`src/ccc_map.svh`:
```
`ifndef CCC_MAP_SVH
`define CCC_MAP_SVH

// Register byte offsets on the register bus.
`define CCC_OFF_CLOCK_CONFIG 8'h00
`define CCC_OFF_CLOCK_CAL 8'h04
`define CCC_OFF_PAD_CONFIG 8'h08
`define CCC_OFF_ALARM_CONFIG 8'h0C
`define CCC_OFF_ALARM_REPEAT 8'h10
`define CCC_OFF_VALUE_HIGH 8'h14
`define CCC_OFF_VALUE_LOW 8'h18
`define CCC_OFF_ALARM_HIGH 8'h1C
`define CCC_OFF_ALARM_LOW 8'h20
`define CCC_OFF_UNLOCK_KEY 8'h24
`define CCC_OFF_IRQ_FLAGS 8'h28
`define CCC_OFF_IRQ_ENABLES 8'h2C
`define CCC_OFF_IRQ_PRIO 8'h30

// Field positions in the clock configuration and interrupt registers.
`define CCC_CFG_RUN 7
`define CCC_CFG_WREN 5
`define CCC_CFG_SYNC 4
`define CCC_CFG_HALF 3
`define CCC_CFG_OE 2
`define CCC_IRQ_CAL 0

// Pointer codes and unlock keys.
`define CCC_PTR_MINUTES_SECONDS_REG 2'h0
`define CCC_PTR_WDHR 2'h1
`define CCC_PTR_MONDAY 2'h2
`define CCC_PTR_YEAR 2'h3
`define CCC_KEY_FIRST 8'h55
`define CCC_KEY_SECOND 8'hAA

// Reset values.
`define CCC_RST_BYTE 8'h00
`define CCC_RST_DAY 8'h01
`define CCC_RST_MONTH 8'h01

// Calendar limits in BCD.
`define CCC_MAX_SEC 8'h59
`define CCC_MAX_HOUR 8'h23
`define CCC_MAX_WDAY 8'h06
`define CCC_MAX_MONTH 8'h12
`define CCC_MAX_YEAR 8'h99
`define CCC_DAYS_31 8'h31
`define CCC_DAYS_30 8'h30
`define CCC_DAYS_29 8'h29
`define CCC_DAYS_28 8'h28
`define CCC_MON_FEB 8'h02
`define CCC_MON_APR 8'h04
`define CCC_MON_JUN 8'h06
`define CCC_MON_SEP 8'h09
`define CCC_MON_NOV 8'h11

// Timing: half-second period and clock rate give the prescaler length.
`define CCC_HALF_SEC_MS 500
`define CCC_CLK_MHZ 250
`define CCC_HALF_SEC_CYCLES (`CCC_HALF_SEC_MS * 1000 * `CCC_CLK_MHZ)
`define CCC_SYNC_LEAD_CYCLES 32

// Bus responses.
`define CCC_RESP_OKAY 2'h0
`define CCC_RESP_SLVERR 2'h2

`endif

```
`src/ccc_pkg.sv`:
```
package ccc_pkg;

   typedef logic [7:0] ccc_bcd_t;

   // Full calendar state, all fields in BCD.
   typedef struct packed {
      ccc_bcd_t year;
      ccc_bcd_t month;
      ccc_bcd_t day;
      ccc_bcd_t wday;
      ccc_bcd_t hour;
      ccc_bcd_t min;
      ccc_bcd_t sec;
   } ccc_time_t;

   // Progress through the unlock key sequence.
   typedef enum logic [1:0] {
      CCC_KEY_IDLE = 2'b00,
      CCC_KEY_GOT1 = 2'b01,
      CCC_KEY_ARMED = 2'b10
   } ccc_key_t;

endpackage

```
`src/ccc_core.sv`:
```
`timescale 1ns/1ps
`include "ccc_map.svh"

module ccc_core #(
   parameter int ADDR_W = 8,
   parameter int HALF_SEC_CYCLES = `CCC_HALF_SEC_CYCLES
) (
   input wire logic ref_clk_in,
   input wire logic arst_n_in,
   input wire logic [ADDR_W-1:0] axi_awaddr_in,
   input wire logic axi_awvalid_in,
   output logic axi_awready_out,
   input wire logic [31:0] axi_wdata_in,
   input wire logic [3:0] axi_wstrb_in,
   input wire logic axi_wvalid_in,
   output logic axi_wready_out,
   output logic [1:0] axi_bresp_out,
   output logic axi_bvalid_out,
   input wire logic axi_bready_in,
   input wire logic [ADDR_W-1:0] axi_araddr_in,
   input wire logic axi_arvalid_in,
   output logic axi_arready_out,
   output logic [31:0] axi_rdata_out,
   output logic [1:0] axi_rresp_out,
   output logic axi_rvalid_out,
   input wire logic axi_rready_in,
   output logic irq_out
);

   localparam int CNT_W = $clog2(HALF_SEC_CYCLES + 1);
   localparam logic [CNT_W-1:0] CNT_LAST = CNT_W'(HALF_SEC_CYCLES - 1);

   if (ADDR_W < 8 || HALF_SEC_CYCLES < 2) begin : g_param_check
      $error("ccc_core: ADDR_W must be at least 8 and HALF_SEC_CYCLES at least 2.");
   end

   // Increment a BCD byte; 99 wraps to 00.
   function automatic ccc_pkg::ccc_bcd_t bcd_inc(input ccc_pkg::ccc_bcd_t v);
      if (v == `CCC_MAX_YEAR) begin
         bcd_inc = `CCC_RST_BYTE;
      end else if (v[3:0] == 4'h9) begin
         bcd_inc = {4'(v[7:4] + 4'h1), 4'h0};
      end else begin
         bcd_inc = {v[7:4], 4'(v[3:0] + 4'h1)};
      end
   endfunction

   // Last day of a month; a BCD year is a multiple of four when an even tens
   // digit meets 0/4/8 ones, or an odd tens digit meets 2/6 ones.
   function automatic ccc_pkg::ccc_bcd_t month_days(input ccc_pkg::ccc_bcd_t mon,
                                                    input ccc_pkg::ccc_bcd_t yr);
      logic leap;
      leap = yr[4] ? (yr[3:0] == 4'h2 || yr[3:0] == 4'h6)
                   : (yr[3:0] == 4'h0 || yr[3:0] == 4'h4 || yr[3:0] == 4'h8);
      if (mon == `CCC_MON_FEB) begin
         month_days = leap ? `CCC_DAYS_29 : `CCC_DAYS_28;
      end else if (mon == `CCC_MON_APR || mon == `CCC_MON_JUN ||
                   mon == `CCC_MON_SEP || mon == `CCC_MON_NOV) begin
         month_days = `CCC_DAYS_30;
      end else begin
         month_days = `CCC_DAYS_31;
      end
   endfunction

   // Control and storage registers.
   ccc_pkg::ccc_time_t time_r;
   ccc_pkg::ccc_time_t time_nxt;
   ccc_pkg::ccc_time_t alarm_r;
   ccc_pkg::ccc_key_t key_r;
   ccc_pkg::ccc_key_t key_nxt;
   logic run_en_r, wren_r, oe_r, half_sec_r;
   logic [1:0] ptr_r, aptr_r, ptr_nxt, aptr_nxt;
   logic [5:0] alarm_cfg_hi_r;
   logic [7:0] cal_r, pad_r, repeat_r;
   logic irq_flag_r, irq_en_r, irq_prio_r, irq_r;
   logic [CNT_W-1:0] presc_r;

   // Bus channel holding registers.
   logic aw_full_r, w_full_r, bvalid_r, rvalid_r;
   logic [7:0] aw_addr_r;
   logic [7:0] w_data_r;
   logic w_lane0_r;
   logic [1:0] bresp_r, rresp_r;
   logic [31:0] rdata_r;

   // Write channel: address and data are taken independently and the write
   // fires once both are held and no response is pending.
   wire aw_take = axi_awvalid_in & ~aw_full_r;
   wire w_take = axi_wvalid_in & ~w_full_r;
   wire do_wr = aw_full_r & w_full_r & ~bvalid_r;
   wire ar_take = axi_arvalid_in & ~rvalid_r;
   wire [7:0] rd_addr = axi_araddr_in[7:0];
   wire wr_ok = w_lane0_r & do_wr;

   // Address decode of the pending write.
   wire sel_cfg = aw_addr_r == `CCC_OFF_CLOCK_CONFIG;
   wire sel_vhi = aw_addr_r == `CCC_OFF_VALUE_HIGH;
   wire sel_vlo = aw_addr_r == `CCC_OFF_VALUE_LOW;
   wire sel_ahi = aw_addr_r == `CCC_OFF_ALARM_HIGH;
   wire sel_alo = aw_addr_r == `CCC_OFF_ALARM_LOW;
   wire sel_key = aw_addr_r == `CCC_OFF_UNLOCK_KEY;
   wire sel_acfg = aw_addr_r == `CCC_OFF_ALARM_CONFIG;
   wire wr_known = (aw_addr_r[1:0] == 2'h0) && (aw_addr_r <= `CCC_OFF_IRQ_PRIO);
   wire rd_known = (rd_addr[1:0] == 2'h0) && (rd_addr <= `CCC_OFF_IRQ_PRIO);

   // Time writes pass only with write enable set.
   wire tw = wr_ok & wren_r;
   wire tw_hi = tw & sel_vhi;
   wire tw_lo = tw & sel_vlo;
   wire wr_sec = tw_lo & (ptr_r == `CCC_PTR_MINUTES_SECONDS_REG);
   wire wr_min = tw_hi & (ptr_r == `CCC_PTR_MINUTES_SECONDS_REG);
   wire wr_hour = tw_lo & (ptr_r == `CCC_PTR_WDHR);
   wire wr_wday = tw_hi & (ptr_r == `CCC_PTR_WDHR);
   wire wr_day = tw_lo & (ptr_r == `CCC_PTR_MONDAY);
   wire wr_mon = tw_hi & (ptr_r == `CCC_PTR_MONDAY);
   wire wr_year = tw_lo & (ptr_r == `CCC_PTR_YEAR);
   wire minutes_seconds_reg_wr = wr_sec | wr_min;

   // Prescaler: half-second ticks only while running; seconds on every second one.
   wire half_tick = run_en_r & (presc_r == CNT_LAST);
   wire sec_tick = half_tick & half_sec_r;

   // Carry chain through the calendar fields.
   wire [7:0] dmax = month_days(time_r.month, time_r.year);
   wire c_min = sec_tick & (time_r.sec == `CCC_MAX_SEC);
   wire c_hour = c_min & (time_r.min == `CCC_MAX_SEC);
   wire c_day = c_hour & (time_r.hour == `CCC_MAX_HOUR);
   wire c_mon = c_day & (time_r.day == dmax);
   wire c_year = c_mon & (time_r.month == `CCC_MAX_MONTH);

   // Each field takes a written byte first, else its carried value.
   wire [7:0] se_nxt = wr_sec ? w_data_r : ~sec_tick ? time_r.sec :
                       c_min ? `CCC_RST_BYTE : bcd_inc(time_r.sec);
   wire [7:0] mi_nxt = wr_min ? w_data_r : ~c_min ? time_r.min :
                       c_hour ? `CCC_RST_BYTE : bcd_inc(time_r.min);
   wire [7:0] hr_nxt = wr_hour ? w_data_r : ~c_hour ? time_r.hour :
                       c_day ? `CCC_RST_BYTE : bcd_inc(time_r.hour);
   wire [7:0] wd_nxt = wr_wday ? w_data_r : ~c_day ? time_r.wday :
                       (time_r.wday == `CCC_MAX_WDAY) ? `CCC_RST_BYTE : bcd_inc(time_r.wday);
   wire [7:0] dy_nxt = wr_day ? w_data_r : ~c_day ? time_r.day :
                       c_mon ? `CCC_RST_DAY : bcd_inc(time_r.day);
   wire [7:0] mo_nxt = wr_mon ? w_data_r : ~c_mon ? time_r.month :
                       c_year ? `CCC_RST_MONTH : bcd_inc(time_r.month);
   wire [7:0] yr_nxt = wr_year ? w_data_r : ~c_year ? time_r.year : bcd_inc(time_r.year);
   assign time_nxt = {yr_nxt, mo_nxt, dy_nxt, wd_nxt, hr_nxt, mi_nxt, se_nxt};

   // Rollover window: late in the second half, when a carry is imminent.
   wire rollover_window_flag = run_en_r & half_sec_r &
        (32'(presc_r) + `CCC_SYNC_LEAD_CYCLES >= HALF_SEC_CYCLES);

   // Unlock sequence: 55h then AAh arms; the very next write may set enable.
   wire key_write = wr_ok & sel_key;
   wire wren_set_ok = (key_r == ccc_pkg::CCC_KEY_ARMED);
   always_comb begin
      key_nxt = key_r;
      if (do_wr) begin
         unique case (key_r)
            ccc_pkg::CCC_KEY_IDLE, ccc_pkg::CCC_KEY_ARMED: begin
               key_nxt = (key_write && w_data_r == `CCC_KEY_FIRST) ?
                         ccc_pkg::CCC_KEY_GOT1 : ccc_pkg::CCC_KEY_IDLE;
            end
            ccc_pkg::CCC_KEY_GOT1: begin
               key_nxt = (key_write && w_data_r == `CCC_KEY_SECOND) ?
                         ccc_pkg::CCC_KEY_ARMED : ccc_pkg::CCC_KEY_IDLE;
            end
            default: begin
               key_nxt = ccc_pkg::CCC_KEY_IDLE;
            end
         endcase
      end
   end

   // Pointers: a config write wins, else any high-window access steps down.
   wire hi_access = (do_wr & sel_vhi) | (ar_take & rd_addr == `CCC_OFF_VALUE_HIGH);
   wire ahi_access = (do_wr & sel_ahi) | (ar_take & rd_addr == `CCC_OFF_ALARM_HIGH);
   assign ptr_nxt = (wr_ok & sel_cfg) ? w_data_r[1:0] :
                    (hi_access && ptr_r != 2'h0) ? 2'(ptr_r - 2'h1) : ptr_r;
   assign aptr_nxt = (wr_ok & sel_acfg) ? w_data_r[1:0] :
                     (ahi_access && aptr_r != 2'h0) ? 2'(aptr_r - 2'h1) : aptr_r;

   // Window contents; the high byte of the year pair is unimplemented.
   wire [7:0] vhi = (ptr_r == `CCC_PTR_YEAR) ? `CCC_RST_BYTE :
                    (ptr_r == `CCC_PTR_MONDAY) ? time_r.month :
                    (ptr_r == `CCC_PTR_WDHR) ? time_r.wday : time_r.min;
   wire [7:0] vlo = (ptr_r == `CCC_PTR_YEAR) ? time_r.year :
                    (ptr_r == `CCC_PTR_MONDAY) ? time_r.day :
                    (ptr_r == `CCC_PTR_WDHR) ? time_r.hour : time_r.sec;
   wire [7:0] ahi = (aptr_r == `CCC_PTR_YEAR) ? `CCC_RST_BYTE :
                    (aptr_r == `CCC_PTR_MONDAY) ? alarm_r.month :
                    (aptr_r == `CCC_PTR_WDHR) ? alarm_r.wday : alarm_r.min;
   wire [7:0] alo = (aptr_r == `CCC_PTR_YEAR) ? `CCC_RST_BYTE :
                    (aptr_r == `CCC_PTR_MONDAY) ? alarm_r.day :
                    (aptr_r == `CCC_PTR_WDHR) ? alarm_r.hour : alarm_r.sec;
   wire [7:0] cfg_rd = {run_en_r, 1'b0, wren_r, rollover_window_flag,
                        half_sec_r, oe_r, ptr_r};

   // Read data mux; unmapped offsets read zero.
   wire [7:0] rd_byte = (rd_addr == `CCC_OFF_CLOCK_CONFIG) ? cfg_rd :
                        (rd_addr == `CCC_OFF_CLOCK_CAL) ? cal_r :
                        (rd_addr == `CCC_OFF_PAD_CONFIG) ? pad_r :
                        (rd_addr == `CCC_OFF_ALARM_CONFIG) ? {alarm_cfg_hi_r, aptr_r} :
                        (rd_addr == `CCC_OFF_ALARM_REPEAT) ? repeat_r :
                        (rd_addr == `CCC_OFF_VALUE_HIGH) ? vhi :
                        (rd_addr == `CCC_OFF_VALUE_LOW) ? vlo :
                        (rd_addr == `CCC_OFF_ALARM_HIGH) ? ahi :
                        (rd_addr == `CCC_OFF_ALARM_LOW) ? alo :
                        (rd_addr == `CCC_OFF_IRQ_FLAGS) ? {7'h00, irq_flag_r} :
                        (rd_addr == `CCC_OFF_IRQ_ENABLES) ? {7'h00, irq_en_r} :
                        (rd_addr == `CCC_OFF_IRQ_PRIO) ? {7'h00, irq_prio_r} : 8'h00;

   // Interrupt flag: the seconds event wins over a same-cycle write-one clear.
   wire irq_clr = wr_ok & (aw_addr_r == `CCC_OFF_IRQ_FLAGS) & w_data_r[`CCC_IRQ_CAL];
   wire irq_flag_nxt = sec_tick | (irq_flag_r & ~irq_clr);

   assign axi_awready_out = ~aw_full_r;
   assign axi_wready_out = ~w_full_r;
   assign axi_arready_out = ~rvalid_r;
   assign axi_bvalid_out = bvalid_r;
   assign axi_bresp_out = bresp_r;
   assign axi_rvalid_out = rvalid_r;
   assign axi_rresp_out = rresp_r;
   assign axi_rdata_out = rdata_r;
   assign irq_out = irq_r;

   // Write channel holding and response.
   always_ff @(posedge ref_clk_in or negedge arst_n_in) begin
      if (!arst_n_in) begin
         aw_full_r <= 1'b0;
         w_full_r <= 1'b0;
         bvalid_r <= 1'b0;
         aw_addr_r <= 8'h00;
         w_data_r <= 8'h00;
         w_lane0_r <= 1'b0;
         bresp_r <= `CCC_RESP_OKAY;
      end else begin
         aw_full_r <= aw_take | (aw_full_r & ~do_wr);
         w_full_r <= w_take | (w_full_r & ~do_wr);
         bvalid_r <= do_wr | (bvalid_r & ~axi_bready_in);
         if (aw_take) begin
            aw_addr_r <= axi_awaddr_in[7:0];
         end
         if (w_take) begin
            w_data_r <= axi_wdata_in[7:0];
            w_lane0_r <= axi_wstrb_in[0];
         end
         if (do_wr) begin
            bresp_r <= wr_known ? `CCC_RESP_OKAY : `CCC_RESP_SLVERR;
         end
      end
   end

   // Read channel: data captured at the address handshake.
   always_ff @(posedge ref_clk_in or negedge arst_n_in) begin
      if (!arst_n_in) begin
         rvalid_r <= 1'b0;
         rdata_r <= 32'h0000_0000;
         rresp_r <= `CCC_RESP_OKAY;
      end else begin
         rvalid_r <= ar_take | (rvalid_r & ~axi_rready_in);
         if (ar_take) begin
            rdata_r <= {24'h00_0000, rd_byte};
            rresp_r <= rd_known ? `CCC_RESP_OKAY : `CCC_RESP_SLVERR;
         end
      end
   end

   // Prescaler and half-second field; minutes/seconds writes restart the second.
   always_ff @(posedge ref_clk_in or negedge arst_n_in) begin
      if (!arst_n_in) begin
         presc_r <= '0;
         half_sec_r <= 1'b0;
      end else begin
         if (minutes_seconds_reg_wr) begin
            presc_r <= '0;
         end else if (run_en_r) begin
            presc_r <= half_tick ? '0 : CNT_W'(presc_r + 1'b1);
         end
         if (minutes_seconds_reg_wr) begin
            half_sec_r <= 1'b0;
         end else if (half_tick) begin
            half_sec_r <= ~half_sec_r;
         end
      end
   end

   // Calendar, configuration and interrupt state.
   always_ff @(posedge ref_clk_in or negedge arst_n_in) begin
      if (!arst_n_in) begin
         time_r <= '{`CCC_RST_BYTE, `CCC_RST_MONTH, `CCC_RST_DAY, `CCC_RST_BYTE,
                     `CCC_RST_BYTE, `CCC_RST_BYTE, `CCC_RST_BYTE};
         alarm_r <= '0;
         key_r <= ccc_pkg::CCC_KEY_IDLE;
         run_en_r <= 1'b0;
         wren_r <= 1'b0;
         oe_r <= 1'b0;
         ptr_r <= 2'h0;
         aptr_r <= 2'h0;
         alarm_cfg_hi_r <= 6'h00;
         cal_r <= `CCC_RST_BYTE;
         pad_r <= `CCC_RST_BYTE;
         repeat_r <= `CCC_RST_BYTE;
         irq_flag_r <= 1'b0;
         irq_en_r <= 1'b0;
         irq_prio_r <= 1'b0;
         irq_r <= 1'b0;
      end else begin
         time_r <= time_nxt;
         key_r <= key_nxt;
         ptr_r <= ptr_nxt;
         aptr_r <= aptr_nxt;
         irq_flag_r <= irq_flag_nxt;
         irq_r <= irq_flag_r & irq_en_r;
         if (wr_ok & sel_cfg) begin
            run_en_r <= w_data_r[`CCC_CFG_RUN];
            oe_r <= w_data_r[`CCC_CFG_OE];
            wren_r <= w_data_r[`CCC_CFG_WREN] & (wren_r | wren_set_ok);
         end
         if (wr_ok & sel_acfg) begin
            alarm_cfg_hi_r <= w_data_r[7:2];
         end
         if (wr_ok & (aw_addr_r == `CCC_OFF_CLOCK_CAL)) begin
            cal_r <= w_data_r;
         end
         if (wr_ok & (aw_addr_r == `CCC_OFF_PAD_CONFIG)) begin
            pad_r <= w_data_r;
         end
         if (wr_ok & (aw_addr_r == `CCC_OFF_ALARM_REPEAT)) begin
            repeat_r <= w_data_r;
         end
         if (wr_ok & (aw_addr_r == `CCC_OFF_IRQ_ENABLES)) begin
            irq_en_r <= w_data_r[`CCC_IRQ_CAL];
         end
         if (wr_ok & (aw_addr_r == `CCC_OFF_IRQ_PRIO)) begin
            irq_prio_r <= w_data_r[`CCC_IRQ_CAL];
         end
         // Alarm pairs follow the alarm pointer; alarm values are not locked.
         if (wr_ok & sel_ahi & (aptr_r == `CCC_PTR_MINUTES_SECONDS_REG)) alarm_r.min <= w_data_r;
         if (wr_ok & sel_alo & (aptr_r == `CCC_PTR_MINUTES_SECONDS_REG)) alarm_r.sec <= w_data_r;
         if (wr_ok & sel_ahi & (aptr_r == `CCC_PTR_WDHR)) alarm_r.wday <= w_data_r;
         if (wr_ok & sel_alo & (aptr_r == `CCC_PTR_WDHR)) alarm_r.hour <= w_data_r;
         if (wr_ok & sel_ahi & (aptr_r == `CCC_PTR_MONDAY)) alarm_r.month <= w_data_r;
         if (wr_ok & sel_alo & (aptr_r == `CCC_PTR_MONDAY)) alarm_r.day <= w_data_r;
      end
   end

   // Locked writes leave the seconds byte alone.
   lock_write_a: assert property (@(posedge ref_clk_in) disable iff (!arst_n_in)
      (do_wr && sel_vlo && !wren_r && !sec_tick) |=> time_r.sec == $past(time_r.sec))
      else $error("Seconds changed by a locked write.");
   ptr_step_a: assert property (@(posedge ref_clk_in) disable iff (!arst_n_in)
      (hi_access && !(wr_ok && sel_cfg) && ptr_r != 2'h0) |=> ptr_r == $past(ptr_r) - 2'h1)
      else $error("Value pointer did not step down.");
   ptr_floor_a: assert property (@(posedge ref_clk_in) disable iff (!arst_n_in)
      (hi_access && !(wr_ok && sel_cfg) && ptr_r == 2'h0) |=> ptr_r == 2'h0)
      else $error("Value pointer went below zero.");
   presc_clear_a: assert property (@(posedge ref_clk_in) disable iff (!arst_n_in)
      minutes_seconds_reg_wr |=> (presc_r == '0 && !half_sec_r))
      else $error("Prescalers not cleared by minutes/seconds write.");
   run_gate_a: assert property (@(posedge ref_clk_in) disable iff (!arst_n_in)
      (!run_en_r && !tw) |=> (time_r == $past(time_r) && presc_r == $past(presc_r)))
      else $error("Calendar moved while stopped.");
   month_roll_a: assert property (@(posedge ref_clk_in) disable iff (!arst_n_in)
      (c_day && time_r.day == dmax && !wr_day) |=> time_r.day == `CCC_RST_DAY)
      else $error("Day did not roll to the first of the month.");
   leap_feb_a: assert property (@(posedge ref_clk_in) disable iff (!arst_n_in)
      (c_day && !wr_day && time_r.month == `CCC_MON_FEB && time_r.day == `CCC_DAYS_28 &&
       time_r.year[1:0] == 2'h0 && !time_r.year[4]) |=> time_r.day == `CCC_DAYS_29)
      else $error("Leap February skipped day 29.");
   unlock_gate_a: assert property (@(posedge ref_clk_in) disable iff (!arst_n_in)
      (!wren_r && key_r != ccc_pkg::CCC_KEY_ARMED) |=> !wren_r)
      else $error("Write enable set without the key sequence.");
   irq_flag_a: assert property (@(posedge ref_clk_in) disable iff (!arst_n_in)
      sec_tick |=> irq_flag_r ##1 (irq_r == irq_en_r || $past(irq_en_r) != irq_en_r))
      else $error("Calendar event did not raise its flag.");
   sync_flag_a: assert property (@(posedge ref_clk_in) disable iff (!arst_n_in)
      sec_tick |-> cfg_rd[`CCC_CFG_SYNC])
      else $error("Rollover flag clear at a carry.");

endmodule

```
`config.mk`:
```
export PLATFORM = sky130hd
export DESIGN_NAME = ccc_core
export DESIGN_NICKNAME = d
export VERILOG_FILES = /design/src/ccc_pkg.sv /design/src/ccc_core.sv
export VERILOG_INCLUDE_DIRS = /design/src /design/src/src
export SDC_FILE = /design/constraint.sdc
export NUM_CORES = 1
export LEC_CHECK = 0
export ABC_CLOCK_PERIOD_IN_PS = 7800
export BUFFER_PORTS_ARGS = -buffer_cell sky130_fd_sc_hd__clkbuf_2
export CAP_MARGIN = 0
export CORE_ASPECT_RATIO = 0.7
export CORE_MARGIN = 2
export CORE_UTILIZATION = 56
export CTS_CLUSTER_SIZE = 30
export DETAILED_ROUTE_END_ITERATION = 10
export PLACE_DENSITY = 0.86
export REMOVE_ABC_BUFFERS = 1
export SLEW_MARGIN = 20
export SYNTH_ARGS = -nofsm -noshare
export SYNTH_HDL_FRONTEND = slang
export SYNTH_SLANG_ARGS = --single-unit
```
`constraint.sdc`:
```
create_clock -name ref_clk_in -period 7.8 [get_ports ref_clk_in]
set_input_delay 0 -clock ref_clk_in [delete_from_list [all_inputs] [get_ports ref_clk_in]]
set_output_delay 0 -clock ref_clk_in [all_outputs]
set_load 0.01 [all_outputs]
```
Word level (Yosys, flattened, before mapping):

Cells that the tools add are included.

* input port bits: 59
* output and inout port bits: 42
* register bits: 208

* reductions and logical operators: 48
* bitwise gates (word level): 72
* muxes and demuxes: 76
* $lt $le $gt $ge: 3
* equal/unequal tests: 63
* add/sub/neg operators: 18

Operators with widths (number)
* $mux W8: 56
* $mux W27: 3
* $eq A8 B5 Y1 const B: 10
* $eq A8 B6 Y1 const B: 10
* $eq A8 B8 Y1 const B: 8
* $add A4 B1 Y4 const B: 14
* $and A1 B1 Y1: 54
* $eq A8 B3 Y1 const B: 5
* $eq A8 B4 Y1 const B: 5
* $eq A4 B4 Y1 const B: 8
* $add A27 B6 Y28 const B: 1
* $ge A28 B27 Y1 const B: 1
* $add A27 B1 Y27 const B: 1
* $eq A27 B27 Y1 const B: 1
* $reduce_bool A2 Y1: 13
* $eq A8 B7 Y1 const B: 3
* $reduce_bool A4 Y1: 6
* $le A8 B6 Y1 const B: 2
* $logic_not A8 Y1: 2
* $mux W2: 7
* $reduce_and A2 Y1: 7
* $eq A2 B2 Y1 const B: 5
* $logic_not A2 Y1: 5
* $mux W1: 9
* 14 further kinds: 44

Depth between registers and ports, before layout:

Gate-level depths: netlist of run 1.

* word-level depth: 13
* depth in mapped cells: 11

Worst setup path before layout of run 1:

Ideal clock, no wire load.

* path type: reg2reg
* start point: register presc_r[9]
* end point: register time_r[18] (netlist name)
* setup slack: 5003 ps
* data required time: 7734 ps
* clock period less this slack: 2797 ps
* arrival: 2730 ps
* stages on the path, launching flop included: 9
* cell sequence: dfrtp_1 > buf_6 > or4_1 > or4_4 > nor4_4 > a21oi_2 > or3b_1 > a21oi_1 > a221o_1

* longest elaborated chain between the ends: 9
* elaborated cells between the ends (all ways): 10
* classes of those cells: 1 x eq/ne; 3 x mux; 5 x bitwise; 1 x reduce/logical

RTL lines
* start: declaration: line ccc_core.sv:76 `logic [CNT_W-1:0] presc_r;`
* start signal: assignment: line ccc_core.sv:276 `presc_r <= half_tick ? '0 : CNT_W'(presc_r + 1'b1);`
* $eq A27 B27 Y1 (*): line ccc_core.sv:120 `wire half_tick = run_en_r & (presc_r == CNT_LAST);`
* $and A1 B1 Y1 (*): line ccc_core.sv:120
* $and A1 B1 Y1 (*): line ccc_core.sv:121 `wire sec_tick = half_tick & half_sec_r;`
* $and A1 B1 Y1 (*): line ccc_core.sv:125 `` wire c_min = sec_tick & (time_r.sec == `CCC_MAX_SEC); ``
* $and A1 B1 Y1 (*): line ccc_core.sv:126 `` wire c_hour = c_min & (time_r.min == `CCC_MAX_SEC); ``
* $and A1 B1 Y1: line ccc_core.sv:127 `` wire c_day = c_hour & (time_r.hour == `CCC_MAX_HOUR); ``
* $mux W8: line ccc_core.sv:137 `` c_day ? `CCC_RST_BYTE : bcd_inc(time_r.hour); ``
* $mux W8 (2 in series): line ccc_core.sv:136 `wire [7:0] hr_nxt = wr_hour ? w_data_r : ~c_hour ? time_r.hour :`
* end signal: assignment: line ccc_core.sv:289 `` time_r <= '{`CCC_RST_BYTE, `CCC_RST_MONTH, `CCC_RST_DAY, `CCC_RST_BYTE, ``
* end signal: assignment: line ccc_core.sv:307 `time_r <= time_nxt;`
* end: declaration: line ccc_core.sv:66 `ccc_pkg::ccc_time_t time_r;`

Mark *: on every way between the ends. The rest lies on a longest branch, timed or not. The select of a mux whose other input is x is not followed.
A chain may end at the register's enable or synchronous reset.

Final worst setup path of run 1:

* start point: register presc_r[0]
* end point: register time_r[52] (netlist name)

* longest elaborated chain between the ends: 10

RTL lines
* $eq A27 B27 Y1: line ccc_core.sv:120
* $and A1 B1 Y1: line ccc_core.sv:120
* $and A1 B1 Y1: line ccc_core.sv:121
* $and A1 B1 Y1: line ccc_core.sv:125
* $and A1 B1 Y1: line ccc_core.sv:126
* $and A1 B1 Y1: line ccc_core.sv:127
* $and A1 B1 Y1: line ccc_core.sv:128 `wire c_mon = c_day & (time_r.day == dmax);`
* $and A1 B1 Y1: line ccc_core.sv:129 `` wire c_year = c_mon & (time_r.month == `CCC_MAX_MONTH); ``
* $reduce_bool A2 Y1 (no source line)
* $reduce_and A2 Y1 (no source line)

No other way between the ends.

==> impl_metrics.yaml, run 1 <==
timing:
  fmax_mhz: 226
  slew_headroom_pct: 20.8
  fin_setup_tns_ns: 0
  rsz0062_at_grt: "no"
  layout_min_cycle_time_ns: 4.43
  worstMarginPinSlew_ns: 1.19
  hold_violations: 0
  setup_viol: 0
  fin_worst_skew_ns: 0.0206
  drv_slew: 0
  period_share_pct: 56.7
cts:
  cts_resized: 0
  root_buffer: "clkbuf_16"
  cts.path.max_buffers: 3
  postCtsSetupRepairBufs: 0
  cts_buffers: 21
  cts_sinks: 206
  htreeDepth: 1
  clk_pin_slew_ns: 0.07
  insertion_delay_ns: 0.52
  cts_tree: "done"
route:
  drc: 0
  ant_nets: 0
  via_per_inst: 6.55
  vias: 10868
  drt_pass1_iterations: 6
  wl_per_cell_um: 21.5
  routed_wl_um: 35700
  drt_iter0_drc: 1400
yosys:
  synth_compound_area_share_pct: 13.6
  synth_fa_ha_area_share_pct: 3.63
  synth_cell_types: 85
  synthMuxAreaShare_pct: 12.6
  synth_enable_flop_cells: 0
  synth_top_family_by_area: "simple AND/OR/NAND/NOR gates"
  synthSimpleGateAreaFrac_pct: 20.4
  yosysSeqAreaShare_pct: 41.5
  syn-instance-count: 1334
  synth_xor_area_share_pct: 3.03
  syn_area_mm2: 0.0124
  async_flop_share_pct: 100
  syn_area_per_cell_um2: 9.31
  synth_warnings: 0
  yosys_register_bits: 206
  synth-main-ff-cell: "dfrtp_1"
global_routing:
  globalRouteOverflowTotal: 0
  first_global_vias: 10612
  grt_max_degree: 102
  grt_first_pass_wirelength_um: 57500
  grt_usage_pct: 31.0
  antenna_found_initial: 1
setup_path:
  worstPathArrival_ns: 4.85
  crit_path_max_fanout: 17
  critPathLaunchType: "register"
  worstPathCellList: "ha_1, nand4_1, nor4_1, nand4_1, a211oi_4, nand3_1, or3_1, a31oi_1"
  worstSetupPathType: "reg2reg"
  crit_top_cell: "nand4_1"
  slowest_stage: "nor4_1"
  cp.required_ns: 8.23
  endpoint_kind: "register"
  cp_slowest_stage_delay_ns: 0.91
die:
  core_area_mm2: 0.0217
  io_pins: 101
  dieHeight_um: 129
  dieArea_mm2: 0.0234
  start_util_pct: 57.2
  rows: 45
  die_w_um: 182
cells_and_area:
  drive_gt1_share_pct: 15.9
  final_cell_mix: "dfrtp_1 (204), nand2_1 (139), o21ai_0 (103)"
  fin_nets: 1456
  fin_cells: 1659
  area_delta_synth_final_pct: 9.99
  layout_commonest_cell: "dfrtp_1"
place:
  dp_hpwl_um: 23400
  place_inst: 1596
  io_buffers: 47
  place_congestion: 1.00
hold_path:
  min_path_type: "in2reg"
power_and_ir_drop:
  power_density_mw_per_mm2: 220
  leakagePower_nw: 6.06
  ir_worst_vdd_v: 0.000351
job:
  drv_cap: 0
run_status:
  run_status: "complete, no violations"
## worst max-delay path: cells and delay by family (launching register included)
family	cells	cell delay (ns)
AOI/OAI and AO/OA	2	0.97
adders and majority gates	1	0.30
DFF	1	0.45
and+or+nand+nor	5	2.59
## kinds of logic (layout without fill, tap and decap cells)
group	Yosys count	after routing
buffers and inverters	145	162
AO/OA/AOI/OAI	272	272
adder cells (fa/ha/maj)	36	36
other	1	27
multiplexers	143	143
XOR/XNOR	43	43
flip-flops	206	206
AND/OR/NAND/NOR	488	488
## state kept, by name (all words and copies together), names as in the netlist, 2 cells and up
| signal | flops |
|---|---|
| time_r | 56 |
| alarm_r | 48 |
| presc_r | 27 |
| aw_addr_r | 8 |
| axi_rdata_out | 8 |
| cal_r | 8 |
| pad_r | 8 |
| repeat_r | 8 |
| w_data_r | 8 |
| alarm_cfg_hi_r | 6 |
| aptr_r | 2 |
| key_r | 2 |
| ptr_r | 2 |
## final timing paths
kind | cells after the start | startpoint | slack, ns | to
min reg2reg | 2 | alarm_r[5]$_DFFE_PN0P_ | 0.48 | alarm_r[5]$_DFFE_PN0P_
min in group asynchronous | 2 | arst_n_in | 0.17 | time_r[18]$_DFFE_PN0P_
max | 8 | presc_r[0]$_DFFE_PN0P_ | 3.37 | time_r[52]$_DFFE_PN0P_
max in group asynchronous | 3 | arst_n_in | 6.38 | time_r[15]$_DFFE_PN0P_
min | 4 | axi_araddr_in[3] | 0.08 | axi_rdata_out[7]$_DFFE_PN0P_
max reg2reg | 8 | presc_r[0]$_DFFE_PN0P_ | 3.37 | time_r[52]$_DFFE_PN0P_
## per-layer routing
metal | part of all wire, % | wire length [µm] | track usage (%) | up-vias
met2 | 44 | 15600 | 47.6 | 680
met5 | 0.036 | 13 | 0 | -
li1 | - | - | - | 4826
met3 | 11 | 4000 | 6.06 | 129
met1 | 42 | 14800 | 44.3 | 5231
met4 | 3.5 | 1260 | 10.6 | 2
## timing repair
item                                   in CTS  in global routing
setup endpoints to repair                   0                  0
hold buffers                               24                  0
endpoints found under the hold margin     119                  0
## Yosys cell counts, types with 4 or more instances
master	n	area, µm²
dfrtp_1	204	5100
nand2_1	139	522
o21ai_0	103	515
mux2_2	102	1150
nor2_1	100	375
clkbuf_1	64	240
a21oi_1	52	260
nand3_1	52	260
inv_1	41	154
mux2i_1	41	410
ha_1	36	450
buf_4	26	195
nand4_1	24	150
xor2_1	24	210
nor3_1	23	115
a31oi_1	21	131
nor4_1	20	125
xnor2_1	19	166
nor2b_1	17	106
and3_1	14	87.6
a22oi_1	12	90.1
o22ai_1	11	68.8
and2_1	10	62.6
nand2b_1	10	62.6
or3_1	10	62.6
buf_1	9	33.8
nand4b_1	9	78.8
nor4b_1	7	61.3
o211ai_1	7	52.6
nand3b_1	6	45.0
nor3b_1	6	45.0
or2_2	6	37.5
or4_1	6	45.0
a21o_1	5	37.5
a221oi_1	5	43.8
a211oi_1	4	30.0
a221o_1	4	40.0
a311oi_1	4	35.0
a31o_2	4	35.0
o221ai_1	4	35.0
o31ai_1	4	30.0
## layout make-up
type | instances | area [µm²]
fill | 1692 | 8070
multi-input combinational | 1008 | 6710
sequential | 206 | 5160
clock buffer | 31 | 623
timing repair buffer | 82 | 567
tap | 282 | 353
inverter | 42 | 158
clock inverter | 7 | 91.3
antenna | 1 | 2.50
## through the flow
step	area [µm²]	setup WS [ns]	hold slack [ns]	total power, W	utilization (%)
3_5_place_dp	12700	3.70	0.161	0.00189	58.5
4_1_cts	13700	3.61	0.0457	0.00296	62.8
2_1_floorplan	12000	4.84	-0.296	0.00161	-
5_1_grt	13700	3.26	0.125	0.00309	62.8
6_report	13700	3.37	0.0810	0.00300	62.9
3_3_place_gp	12700	3.79	0.151	0.00186	58.5
## report_power, final
group          switching (W)  leakage (nW)  internal [W]
clock network       0.000451         0.351      0.000621
registers           0.000271          2.80       0.00117
logic               0.000298          2.91      0.000195
Power figures use the tool's default switching activity.
==> run 2, diff against run 1 <==
--- a/config.mk
+++ b/config.mk
@@ -6,7 +6,7 @@
 export SDC_FILE = /design/constraint.sdc
 export NUM_CORES = 1
 export LEC_CHECK = 0
-export ABC_CLOCK_PERIOD_IN_PS = 7800
+export ABC_CLOCK_PERIOD_IN_PS = 4600
 export BUFFER_PORTS_ARGS = -buffer_cell sky130_fd_sc_hd__clkbuf_2
 export CAP_MARGIN = 0
 export CORE_ASPECT_RATIO = 0.7
==> constraint.sdc (replaced) <==
create_clock -name ref_clk_in -period 4.6 [get_ports ref_clk_in]
set_input_delay 0 -clock ref_clk_in [delete_from_list [all_inputs] [get_ports ref_clk_in]]
set_output_delay 0 -clock ref_clk_in [all_outputs]
set_load 0.01 [all_outputs]
==> run 2 against run 1 <==
- wire length rose by 0.17%
- final area rose by 0.68%
- combinational power rose by 70%
- sequential cell count did not move
- critical path depth rose by 2
- clock-buffer cell count fell by 1
- largest power group unchanged
- largest cell class unchanged
- die area did not move
- clock skew rose by 0.00054 ns
- clock power rose by 81%
- sequential share of layout area fell by 0.24 points
- register-to-register slack got worse by 2.1 ns
==> impl_metrics.yaml, run 2 (synthesized netlist as in run 1, its figures left out) <==
cells_and_area:
  layout_commonest_cell: "dfrtp_1"
  fin_nets: 1461
  final_cell_mix: "dfrtp_1 (203), nand2_1 (139), o21ai_0 (103)"
  reg_top3: "time_r (56), alarm_r (48), presc_r (27)"
  largest_reg_flops: 56
  largest-register: "time_r"
  final_area_mm2: 0.0138
  final_util_pct: 63.3
  drive_gt1_share_pct: 16.2
  area_delta_synth_final_pct: 10.7
  num_antenna_cells: 0
place:
  place_congestion: 0.990
  dp_hpwl_um: 23200
  place_area_mm2: 0.0127
  pre_cts_slack_ns: 1.40
  io_buffers: 47
power_and_ir_drop:
  ir_worst_vdd_v: 0.000638
  power_density_mw_per_mm2: 379
  leakagePower_nw: 6.11
setup_path:
  cp_slowest_stage_delay_ns: 0.59
  path_buf_inv: 2
  cp.required_ns: 4.99
  worstPathArrival_ns: 3.69
  critical-path-top-delay-family: "simple AND/OR/NAND/NOR gates"
  crit_path_max_fanout: 13
  slowest_stage: "ha_1"
  worstPathCellList: "inv_1, ha_1, nand3_1, nor4_1, buf_4, nor2_1, and3_1, a221oi_1, mux2i_1, o21ai_1"
  critPathLaunchType: "register"
  endpoint_kind: "register"
  worstSetupPathType: "reg2reg"
die:
  dieArea_mm2: 0.0234
  dieHeight_um: 129
  core_area_mm2: 0.0217
  io_pins: 101
  die_w_um: 182
  rows: 45
  start_util_pct: 57.2
timing:
  period_share_pct: 71.8
  fin_setup_tns_ns: 0
  drv_slew: 0
  hold_violations: 0
  setup_viol: 0
  fin_worst_skew_ns: 0.0212
  slew_headroom_pct: 22.7
  rsz0062_at_grt: "no"
  whs_ns: 0.0955
  fmax_mhz: 303
  setup_slack_ns: 1.30
  worstMarginPinSlew_ns: 1.16
  layout_min_cycle_time_ns: 3.30
cts:
  cts_sinks: 206
  cts_buffers: 21
  insertion_delay_ns: 0.52
  htreeDepth: 1
  cts.path.max_buffers: 3
  clk_pin_slew_ns: 0.07
  cts_tree: "done"
  root_buffer: "clkbuf_16"
global_routing:
  first_global_vias: 10494
  grt_max_degree: 102
  grt_usage_pct: 30.8
  grt_first_pass_wirelength_um: 56800
  antenna_found_initial: 0
  globalRouteOverflowTotal: 0
route:
  drt_pass1_iterations: 7
  routed_wl_um: 35800
  drc: 0
  vias: 10941
  ant_nets: 0
  via_per_inst: 6.58
  wl_per_cell_um: 21.5
  drt_iter0_drc: 1557
job:
  drv_cap: 0
hold_path:
  min_path_type: "in2reg"
run_status:
  run_status: "complete, no violations"
## run 2: through the flow
step                      power, W  std cells
after detailed placement   0.00319       1601
after global placement     0.00315       1601
after floorplan            0.00272       1256
final                      0.00521       1663
after global routing       0.00535       1663
after CTS                  0.00513       1663
## run 2: path summary, 6_finish.rpt
path	start	end	slack (ns)	depth (start not counted)
hold / removal	axi_araddr_in[3]	axi_rdata_out[7]$_DFFE_PN0P_	0.1	4
setup reg to reg	ptr_r[0]$_DFFE_PN0P_	time_r[39]$_DFFE_PN0P_	1.30	10
min in group asynchronous	arst_n_in	time_r[19]$_DFFE_PN0P_	0.15	2
max in group asynchronous	arst_n_in	presc_r[8]$_DFFE_PN0P_	3.16	3
setup / recovery	ptr_r[0]$_DFFE_PN0P_	time_r[39]$_DFFE_PN0P_	1.30	10
hold reg to reg	oe_r$_DFFE_PN0P_	oe_r$_DFFE_PN0P_	0.47	2
## run 2: final cells by class
| cell class | instances | area (µm²) |
|---|---|---|
| tap | 282 | 353 |
| clock inverter | 8 | 171 |
| fill | 1678 | 7980 |
| multi-input combinational | 1008 | 6710 |
| inverter | 42 | 158 |
| sequential | 206 | 5160 |
| timing repair buffer | 87 | 604 |
| clock buffer | 30 | 599 |
## run 2: report_power, final
group          internal (W)  switching (W)
logic              0.000329       0.000507
registers           0.00198       0.000455
clock network       0.00119       0.000751
## run 2: layer usage
layer	GRT usage, %	wire length [µm]
met5	0	0
met4	10.7	1270
met3	6.79	4220
met2	47.0	15700
met1	43.7	14600
## run 2: repair_timing
item	4_1_cts	5_1_grt
hold endpoints to repair	119	0
setup buffers	0	0
gates resized for setup	0	0
hold buffers	24	0
## run 2: worst reg2reg max path: cells and delay by family (launching register included)
family / cells / cell delay, ns
flops: 1 / 0.46
compound gates: 2 / 0.59
fa+ha+maj: 1 / 0.59
simple gates: 4 / 0.92
mux: 1 / 0.24
buf+inv: 2 / 0.37
